$ cat config.mk
export PLATFORM = sky130hd
export DESIGN_NAME = bsl_boot_strap_latch
export DESIGN_NICKNAME = d
export VERILOG_FILES = /design/src/bsl_pkg.sv /design/src/bsl_strap_pad.sv /design/src/bsl_boot_strap_latch.sv
export SDC_FILE = /design/constraint.sdc
export NUM_CORES = 1
export LEC_CHECK = 0
export BUFFER_PORTS_ARGS = -buffer_cell sky130_fd_sc_hd__buf_4
export CORE_ASPECT_RATIO = 0.7
export CORE_MARGIN = 3
export CORE_UTILIZATION = 39
export DETAILED_ROUTE_END_ITERATION = 12
export PLACE_DENSITY = 0.84
export SLEW_MARGIN = 20
export SYNTH_ARGS = -nofsm -noshare
export SYNTH_HDL_FRONTEND = slang
export SYNTH_SLANG_ARGS = --single-unit
$ cat constraint.sdc
create_clock -name clk_sys -period 1.3 [get_ports clk_sys]
set_clock_uncertainty 0.2 [all_clocks]
set_input_delay 0.065 -clock clk_sys [delete_from_list [all_inputs] [get_ports clk_sys]]
set_output_delay 0.065 -clock clk_sys [all_outputs]
set_load 0.02 [all_outputs]
$ cat src/bsl_pkg.sv
// Constants and types shared by the start-up configuration latch
package bsl_pkg;

  // ==========================================================================
  // Configuration pin layout
  localparam int BSL_NUM_STRAPS = 5;
  localparam int BSL_BIT_LDO = 0;
  localparam int BSL_BIT_PRI = 1;
  localparam int BSL_BIT_SEC = 2;
  localparam int BSL_BIT_LOG = 3;
  localparam int BSL_BIT_SDIO = 4;

  // ==========================================================================
  // Weak pull defaults, one bit per pin, set means pull-up
  localparam logic [4:0] BSL_PULL_UP_MASK = 5'h1a;
  // Value held by the latches before the first capture
  localparam logic [4:0] BSL_STRAP_RST = BSL_PULL_UP_MASK;

  // ==========================================================================
  // Decoded settings
  localparam logic BSL_LDO_3V3 = 1'h0;
  localparam logic BSL_LDO_1V8 = 1'h1;
  localparam logic BSL_EDGE_FALL = 1'h0;
  localparam logic BSL_EDGE_RISE = 1'h1;
  localparam logic BSL_UART_IDLE = 1'h1;
  localparam logic BSL_OVR_RST = 1'h0;

  typedef enum logic [1:0] {
    BSL_ST_STRAP = 2'h0,
    BSL_ST_BOOT = 2'h1,
    BSL_ST_RUN = 2'h2
  } bsl_state_type;

  typedef enum logic [1:0] {
    BSL_BOOT_SPI = 2'h0,
    BSL_BOOT_DOWNLOAD = 2'h1,
    BSL_BOOT_RESERVED = 2'h2
  } bsl_boot_type;

endpackage

$ cat src/bsl_strap_pad.sv
// One configuration pin: weak pull and capture at start-up, pass-through later
`timescale 1ns/1ns
module bsl_strap_pad #(
  parameter logic PULL_UP = 1'h0
) (
  // Clock and reset
  input wire logic clk_sys,
  input wire logic rst,
  // Start-up control
  input wire logic strap_window,
  input wire logic capture,
  // Pin side
  input wire logic pin_i,
  output logic pin_o,
  output logic pin_oe,
  output logic pull_up_en,
  output logic pull_down_en,
  // Functional side
  input wire logic func_o,
  input wire logic func_oe,
  output logic func_i,
  // Latched level
  output logic strap_bit_q
);

  logic strap_bit_d;

  // ==========================================================================
  // Pin ownership
  always_comb begin
    pin_o = strap_window ? 1'h0 : func_o;
    pin_oe = strap_window ? 1'h0 : func_oe;
    pull_up_en = strap_window & PULL_UP;
    pull_down_en = strap_window & ~PULL_UP;
    func_i = pin_i;
  end

  // ==========================================================================
  // Latch
  always_comb begin
    strap_bit_d = capture ? pin_i : strap_bit_q;
  end

  always_ff @(posedge clk_sys) begin
    if (rst) begin
      strap_bit_q <= PULL_UP;
    end else begin
      strap_bit_q <= strap_bit_d;
    end
  end

endmodule // bsl_strap_pad

$ cat src/bsl_boot_strap_latch.sv
// Start-up configuration latch: capture, decode, firmware override
`timescale 1ns/1ns
module bsl_boot_strap_latch
  import bsl_pkg::*;
#(
  parameter int NUM_STRAPS = bsl_pkg::BSL_NUM_STRAPS
) (
  // Clock and reset
  input wire logic clk_sys,
  input wire logic rst,
  // Configuration pins, one bit per pin
  input wire logic [NUM_STRAPS-1:0] strap_pin_i,
  output logic [NUM_STRAPS-1:0] strap_pin_o,
  output logic [NUM_STRAPS-1:0] strap_pin_oe,
  output logic [NUM_STRAPS-1:0] strap_pull_up_en,
  output logic [NUM_STRAPS-1:0] strap_pull_down_en,
  // Functional use of the same pins
  input wire logic [NUM_STRAPS-1:0] func_o,
  input wire logic [NUM_STRAPS-1:0] func_oe,
  output logic [NUM_STRAPS-1:0] func_i,
  // Boot progress
  input wire logic boot_done,
  output logic boot_active,
  output bsl_pkg::bsl_boot_type boot_mode,
  // Boot log
  input wire logic uart_tx_core,
  output logic first_uart_transmit_line,
  // Firmware override
  input wire logic cfg_wr,
  input wire logic cfg_ldo_ovr_en,
  input wire logic cfg_ldo_ovr_val,
  input wire logic cfg_sdio_ovr_en,
  input wire logic cfg_sdio_in_rising,
  input wire logic cfg_sdio_out_rising,
  // Status and decoded settings
  output logic [NUM_STRAPS-1:0] strap_status,
  output logic strap_valid,
  output logic ldo_sel_1v8,
  output logic sdio_in_rising,
  output logic sdio_out_rising
);
  import bsl_pkg::*;

  // ==========================================================================
  // Elaboration check
  generate
    if (NUM_STRAPS != BSL_NUM_STRAPS) begin : g_bad_count
      $error("Configuration latch serves exactly five pins");
    end
  endgenerate

  // ==========================================================================
  // Decoders
  function automatic bsl_boot_type bsl_boot_f(input logic pri, input logic sec);
    bsl_boot_type mode;
    if (pri) begin
      mode = BSL_BOOT_SPI;
    end else if (!sec) begin
      mode = BSL_BOOT_DOWNLOAD;
    end else begin
      mode = BSL_BOOT_RESERVED;
    end
    return mode;
  endfunction

  function automatic logic bsl_ldo_f(input logic bit_v);
    return bit_v ? BSL_LDO_1V8 : BSL_LDO_3V3;
  endfunction

  function automatic logic bsl_edge_f(input logic bit_v);
    return bit_v ? BSL_EDGE_RISE : BSL_EDGE_FALL;
  endfunction

  // ==========================================================================
  // Sequencing
  bsl_state_type state_q;
  bsl_state_type state_d;
  logic strap_window;
  logic capture;
  logic valid_q;
  logic valid_d;

  always_comb begin
    state_d = state_q;
    valid_d = valid_q;
    case (state_q)
      BSL_ST_STRAP: begin
        state_d = BSL_ST_BOOT;
        valid_d = 1'h1;
      end
      BSL_ST_BOOT: begin
        if (boot_done) begin
          state_d = BSL_ST_RUN;
        end
      end
      BSL_ST_RUN: begin
        state_d = BSL_ST_RUN;
      end
      default: begin
        state_d = BSL_ST_STRAP;
      end
    endcase
  end

  always_ff @(posedge clk_sys) begin
    if (rst) begin
      state_q <= BSL_ST_STRAP;
      valid_q <= 1'h0;
    end else begin
      state_q <= state_d;
      valid_q <= valid_d;
    end
  end

  // Pins stay in start-up mode through reset and the capture cycle
  assign strap_window = rst | (state_q == BSL_ST_STRAP);
  assign capture = ~rst & (state_q == BSL_ST_STRAP);

  // ==========================================================================
  // Pins and latches
  logic [NUM_STRAPS-1:0] strap_bits;

  generate
    for (genvar i = 0; i < NUM_STRAPS; i++) begin : g_pad
      bsl_strap_pad #(
        .PULL_UP(BSL_PULL_UP_MASK[i])
      ) u_pad (
        .clk_sys(clk_sys),
        .rst(rst),
        .strap_window(strap_window),
        .capture(capture),
        .pin_i(strap_pin_i[i]),
        .pin_o(strap_pin_o[i]),
        .pin_oe(strap_pin_oe[i]),
        .pull_up_en(strap_pull_up_en[i]),
        .pull_down_en(strap_pull_down_en[i]),
        .func_o(func_o[i]),
        .func_oe(func_oe[i]),
        .func_i(func_i[i]),
        .strap_bit_q(strap_bits[i])
      );
    end
  endgenerate

  // Read-only view, bit order fixed by the package positions
  assign strap_status = strap_bits;
  assign strap_valid = valid_q;
  assign boot_active = (state_q != BSL_ST_RUN);

  // ==========================================================================
  // Firmware override, accepted only once boot has finished
  logic ldo_ovr_en_q;
  logic ldo_ovr_en_d;
  logic ldo_ovr_val_q;
  logic ldo_ovr_val_d;
  logic sdio_ovr_en_q;
  logic sdio_ovr_en_d;
  logic sdio_in_ovr_q;
  logic sdio_in_ovr_d;
  logic sdio_out_ovr_q;
  logic sdio_out_ovr_d;
  logic cfg_accept;

  assign cfg_accept = cfg_wr & (state_q == BSL_ST_RUN);

  always_comb begin
    ldo_ovr_en_d = ldo_ovr_en_q;
    ldo_ovr_val_d = ldo_ovr_val_q;
    sdio_ovr_en_d = sdio_ovr_en_q;
    sdio_in_ovr_d = sdio_in_ovr_q;
    sdio_out_ovr_d = sdio_out_ovr_q;
    if (cfg_accept) begin
      ldo_ovr_en_d = cfg_ldo_ovr_en;
      ldo_ovr_val_d = cfg_ldo_ovr_val;
      sdio_ovr_en_d = cfg_sdio_ovr_en;
      sdio_in_ovr_d = cfg_sdio_in_rising;
      sdio_out_ovr_d = cfg_sdio_out_rising;
    end
  end

  always_ff @(posedge clk_sys) begin
    if (rst) begin
      ldo_ovr_en_q <= BSL_OVR_RST;
      ldo_ovr_val_q <= BSL_OVR_RST;
      sdio_ovr_en_q <= BSL_OVR_RST;
      sdio_in_ovr_q <= BSL_OVR_RST;
      sdio_out_ovr_q <= BSL_OVR_RST;
    end else begin
      ldo_ovr_en_q <= ldo_ovr_en_d;
      ldo_ovr_val_q <= ldo_ovr_val_d;
      sdio_ovr_en_q <= sdio_ovr_en_d;
      sdio_in_ovr_q <= sdio_in_ovr_d;
      sdio_out_ovr_q <= sdio_out_ovr_d;
    end
  end

  // ==========================================================================
  // Decoded outputs
  logic ldo_q;
  logic ldo_d;
  logic sdio_in_q;
  logic sdio_in_d;
  logic sdio_out_q;
  logic sdio_out_d;
  logic uart_q;
  logic uart_d;
  bsl_boot_type boot_q;
  bsl_boot_type boot_d;

  always_comb begin
    ldo_d = bsl_ldo_f(strap_bits[BSL_BIT_LDO]);
    if (ldo_ovr_en_q) begin
      ldo_d = ldo_ovr_val_q;
    end
    sdio_in_d = bsl_edge_f(strap_bits[BSL_BIT_LOG]);
    sdio_out_d = bsl_edge_f(strap_bits[BSL_BIT_SDIO]);
    if (sdio_ovr_en_q) begin
      sdio_in_d = sdio_in_ovr_q;
      sdio_out_d = sdio_out_ovr_q;
    end
    boot_d = bsl_boot_f(strap_bits[BSL_BIT_PRI], strap_bits[BSL_BIT_SEC]);
    // Log is held back until boot has finished when the log bit is low
    uart_d = uart_tx_core;
    if (boot_active && !strap_bits[BSL_BIT_LOG]) begin
      uart_d = BSL_UART_IDLE;
    end
  end

  always_ff @(posedge clk_sys) begin
    if (rst) begin
      ldo_q <= BSL_LDO_3V3;
      sdio_in_q <= BSL_EDGE_FALL;
      sdio_out_q <= BSL_EDGE_FALL;
      boot_q <= BSL_BOOT_SPI;
      uart_q <= BSL_UART_IDLE;
    end else begin
      ldo_q <= ldo_d;
      sdio_in_q <= sdio_in_d;
      sdio_out_q <= sdio_out_d;
      boot_q <= boot_d;
      uart_q <= uart_d;
    end
  end

  assign ldo_sel_1v8 = ldo_q;
  assign sdio_in_rising = sdio_in_q;
  assign sdio_out_rising = sdio_out_q;
  assign boot_mode = boot_q;
  assign first_uart_transmit_line = uart_q;
endmodule // bsl_boot_strap_latch

After elaboration in Yosys (flattened, before gate mapping) --
Index checks and enable logic that the tools add are counted.
Storage, ports and cells: register bits after elaboration 19, logic and storage cells 49, output and inout bits 38
Cells by class: bitwise logic cells 4, reduce and logical (&&, ||, !) cells 5, eq/ne operators 4, muxes and demuxes 19
Operators with widths (number):
- 1-bit 2-to-1 mux | 16
- 2-bit case mux with 3 select lines | 1
- 2-bit 2-to-1 mux | 2
- 2-bit inequality test (second input constant) | 2
- 2-bit OR reduction | 2
- 1-bit bitwise AND | 2
- 2-bit by 1-bit equality test with 1-bit output (second input constant) | 1
- 2-bit equality test (second input constant) | 1
- 2-bit zero test | 1
- 1-bit logical AND | 1
- 1-bit zero test | 1
- 1-bit NOT | 1
- 1-bit OR | 1

Logic depth before layout (Yosys ltp) --
word-level depth 3, mapped depth 7, depth with buffers taken out 4

Cells and area by module --
From an unflattened synthesis, not the netlist that was laid out.
Unflattened totals: cells, all modules 106, area total of the unflattened synthesis 1004.7 µm²
Modules (own cells, without submodules):
- bsl_boot_strap_latch | instances 1, area each 638.1 µm², cells each 61
- bsl_strap_pad (g_pad[1].u_pad ...) | instances 3, area each 73.8 µm², cells each 9
- bsl_strap_pad (g_pad[0].u_pad ...) | instances 2, area each 72.6 µm², cells each 9

Least setup slack after synthesis --
No wires, ideal clock.
path kind flip-flop to output port, start register state_q[0], end output port strap_pin_o[0], buffers on the path 3, required time 1.035 ns, cell stages (with the launch flop) 8, slack -0.147 ns, data arrival time 1.182 ns, path through dfxtp_1 > inv_1 > ha_1 > buf_6 > nor2_4 > buf_6 > and2_1 > buf_4
Between the ends: cells in the longest elaborated chain, start to end 3
RTL lines:
- from (decl) | RTL line bsl_boot_strap_latch.sv:76 | bsl_state_type state_q;
- from (signal assigned) | RTL line bsl_boot_strap_latch.sv:110 | state_q <= state_d;
- 2-bit zero test | RTL line bsl_boot_strap_latch.sv:116 | assign strap_window = rst | (state_q == BSL_ST_STRAP);
- 1-bit OR | RTL line bsl_boot_strap_latch.sv:116
- 1-bit 2-to-1 mux | RTL line bsl_strap_pad.sv:31 | pin_o = strap_window ? 1'h0 : func_o;
- to (decl) | RTL line bsl_boot_strap_latch.sv:13 | output logic [NUM_STRAPS-1:0] strap_pin_o,
Every way passes these cells.

Final worst setup path --
start register state_q[0], end output port strap_pin_oe[2]
Between the ends: cells in the longest elaborated chain, start to end 3
RTL lines:
- 2-bit zero test | RTL line bsl_boot_strap_latch.sv:116
- 1-bit OR | RTL line bsl_boot_strap_latch.sv:116
- 1-bit 2-to-1 mux | RTL line bsl_strap_pad.sv:32 | pin_oe = strap_window ? 1'h0 : func_oe;
- to (decl) | RTL line bsl_boot_strap_latch.sv:14 | output logic [NUM_STRAPS-1:0] strap_pin_oe,
Every way passes these cells.

==> results.md <==
* Min Tclk post-route at 1.55 ns
* Number of max-slew violations in the final report at 0
* Critical-path cell list: inv_2 -> ha_4 -> nor2_4 -> and2_4 -> buf_6
* Crit path DAT at 1.29 ns
* Final worst path period share at 119%
* Post-synthesis cell count at 119
* Critical Path End Type: primary output
* Max_slew headroom at 65.2%
* Pwr per Cell Area at 1940 mW/mm^2
* Total track usage at 17.6%
* Hold Crit Depth at 3
* Initial Util at 42.9%
* Max Buffers Root-to-Sink at 2
* 1st-pass router iterations at 4
* WHS Endpoint: strap_pin_oe[4]
* Post-DRT Antenna Nets at 0
* RSZ-0062 raised after global routing: yes
* Part of the power in registers at 24.8%
* Via Count at 961
* Number of I/O pins at 63
* Total routed wirelength at 3140 um
* Startpoint types: register
* Layout cells sized above 1 at 55.1%
* Synth unique cells at 22
* Clock power share at 12.1%
* P_int at 2.08 mW
* Worst hold-check path type: in2out
* CP Class: reg2out
* Die Y-Extent at 50.7 um
* Reg-to-Reg End: g_pad[3].u_pad.strap_bit_q
* Placed cell count at 184
* CP Data Required Time at 1.03 ns
* Top delay family on crit path: flip-flops
* Worst-Margin Slew at 0.522 ns
* Vias in the first global route at 991
* Clock-pin slew of the registers on the worst-case setup and hold paths at 0.08 ns
* Quantity of I/O buffers inserted on ports at 57
* Drt via density at 4.58
* Die Area at 0.00354 sq mm
* CP max-delay cell: dfxtp_2
* Mapped Area at 0.00111 sq mm
* Setup violations, final at 27
* GR Overflow Total at 0
* TritonCTS clock tree: done
* Reg2reg setup slack at -0.22 ns
* Ant diodes at 0
* Clock root buffer master: clkbuf_8
* Result of the run: finished, violations left
* # rows at 15
* Final net count at 206
* Worst reg2reg path depth at 7
* DRT iter0 DRCs at 25
* Clk_lat worst skew at 0.26 ns
* YS warnings at 0
* Leak Pwr at 0.811 nW
* Worst-path fanout max at 6
* Largest net degree at the start of global routing at 13
* WP buf/inv at 2
* H-tree depth at 1
* Design Power at 3.39 mW
* Final instance area at 0.00175 sq mm
* Sw Share at 38.7%
* Peak supply drop at 0.000901 V
* #FFs+latches synth at 19
* Global-route wire length before repair at 4910 um
* Hold_sp: func_oe[4]
* Max-cap violation count at 0
* Combinational power share at 63.1%
* RR Startpoint: state_q[0]
* Synth Area per Inst at 9.34 sq um
* Fin util at 67.5%
* Routability cong. at 0.673
* Clock net sink count at 19
* Chip width at 69.8 um
* Final routed DRC violation total at 0
* TritonCTS Buffers at 3
* Setup ws final at -0.253 ns
* Net Switching at 1.31 mW
* Final hold vios at 0
* Post-Layout Cell Count at 210
* Post-DP HPWL at 1820 um
* Highest clock rate at 644 MHz
* Placed Area at 0.00141 sq mm
* WL/cell at 15.0 um
* Antenna violations before repair at 0
* Core box area at 0.00259 sq mm
* Worst path max stage delay at 0.34 ns
* Area Growth Syn to Fin at 57.4%
* Post-synthesis sequential area ratio at 34.2%
* Failing checks: negative setup slack
* Worst slack, placed at -0.0467 ns
[stage by stage]
step / TNS, ns / hold WS [ns]
after global routing: -6.07 / 0.247
after CTS: -4.21 / 0.237
after global placement: -0.000280 / 0.0738
final: -4.88 / 0.235
after floorplan: -0.624 / -0.0324
after detailed placement: -0.650 / 0.0639
[cells in the final DEF, fill, tap and decap left out, types with 2 or more instances in the layout]
cell type and n:
buf_4 50, nand2b_1 2, nor2_1 7, dfxtp_1 17, ha_1 2, a211o_1 3
nand3_1 5, inv_2 3, nand4bb_1 2, conb_1 5, buf_6 17, mux2i_1 5
dlygate4sd3_1 15, and2_4 10, clkbuf_8 3, a21oi_2 4, o21ai_1 3, nor2b_1 3
nor2_4 3, a21bo_1 5, dfxtp_2 2
[synthesized netlist by cell type (all sizes together)]
cell     number  area (sq um)
conb          1          3.75
nor3          1          5.00
nand4bb       2          22.5
nor2          9          41.3
a21oi         5          36.3
nand3         5          25.0
o21ai         3          15.0
nor3b         1          7.51
nand2b        2          12.5
dfxtp        19           380
a211o         3          26.3
nor2b         4          25.0
mux2i         5          50.1
buf          36           283
inv           4          15.0
and2         10          62.6
ha            4          50.1
a21bo         5          50.1
[cell type report]
type / count / area (sq um)
Clock buffer: 3 / 41.3
Clock inverter: 1 / 5.00
Fill cell: 183 / 841
Inverter: 4 / 15.0
Multi-Input combinational cell: 65 / 513
Sequential cell: 19 / 383
Tap cell: 34 / 42.5
Timing Repair Buffer: 84 / 749
[routing by layer]
layer / global-route usage [%] / vias up / wire length [um]
li1: - / 469 / -
met1: 18.9 / 441 / 1170
met2: 34.2 / 43 / 1680
met3: 4.00 / 8 / 192
met4: 5.73 / 0 / 101
met5: 0 / - / 0
[tightest hold or removal path, delay by kind of cell]
kind / cells / cell delay [ns]
AND/OR/NAND/NOR: 1 / 0.12
buffers and inverters: 2 / 0.19
[flip-flops by register name, indices dropped and copies added (netlist names)]
register,flops
boot_mode,2
first_uart_transmit_line,1
g_pad.u_pad.strap_bit_q,5
ldo_ovr_en_q,1
ldo_ovr_val_q,1
ldo_sel_1v8,1
sdio_in_ovr_q,1
sdio_in_rising,1
sdio_out_ovr_q,1
sdio_out_rising,1
sdio_ovr_en_q,1
state_q,2
strap_valid,1
[logic make-up after synthesis]
logic type,Yosys count,synth area share (%)
flops,19,34.2
fa+ha+maj,4,4.50
simple gates,34,18.1
other cells,1,0.338
buf+inv,40,26.8
compound gates,16,11.5
mux,5,4.50
[repair_timing]
| item | 4_1_cts | 5_1_grt |
|---|---|---|
| gates cloned | 1 | 0 |
| endpoints found under the hold margin | 17 | 0 |
| hold buffers | 16 | 0 |
| pin swaps | 4 | 8 |
| setup endpoints to repair | 21 | 30 |
| setup buffers | 3 | 2 |
| resized for setup | 12 | 14 |
[power groups by stage]
stage	Clock, mW	Sequential (mW)	Combinational, mW
floorplan	0	0.882	1.27
global placement	0	0.844	1.61
detailed placement	0	0.847	1.67
CTS	0.408	0.831	1.89
global route	0.429	0.857	2.28
finish	0.410	0.843	2.14
[how the worst max path moves through the flow]
stage               startpoint                   to  slack (ns)  cells after the start
finish              state_q[0]      strap_pin_oe[2]       -0.25                      5
global route        state_q[0]      strap_pin_oe[0]       -0.30                      5
CTS                 state_q[0]  strap_pull_up_en[4]       -0.25                      5
detailed placement  state_q[1]      strap_pin_oe[2]       -0.05                      5
global placement    state_q[1]       strap_pin_o[4]     -0.0003                      5
floorplan           state_q[1]       strap_pin_o[0]       -0.05                      7
Note: power is estimated with default switching activity, not from simulation.
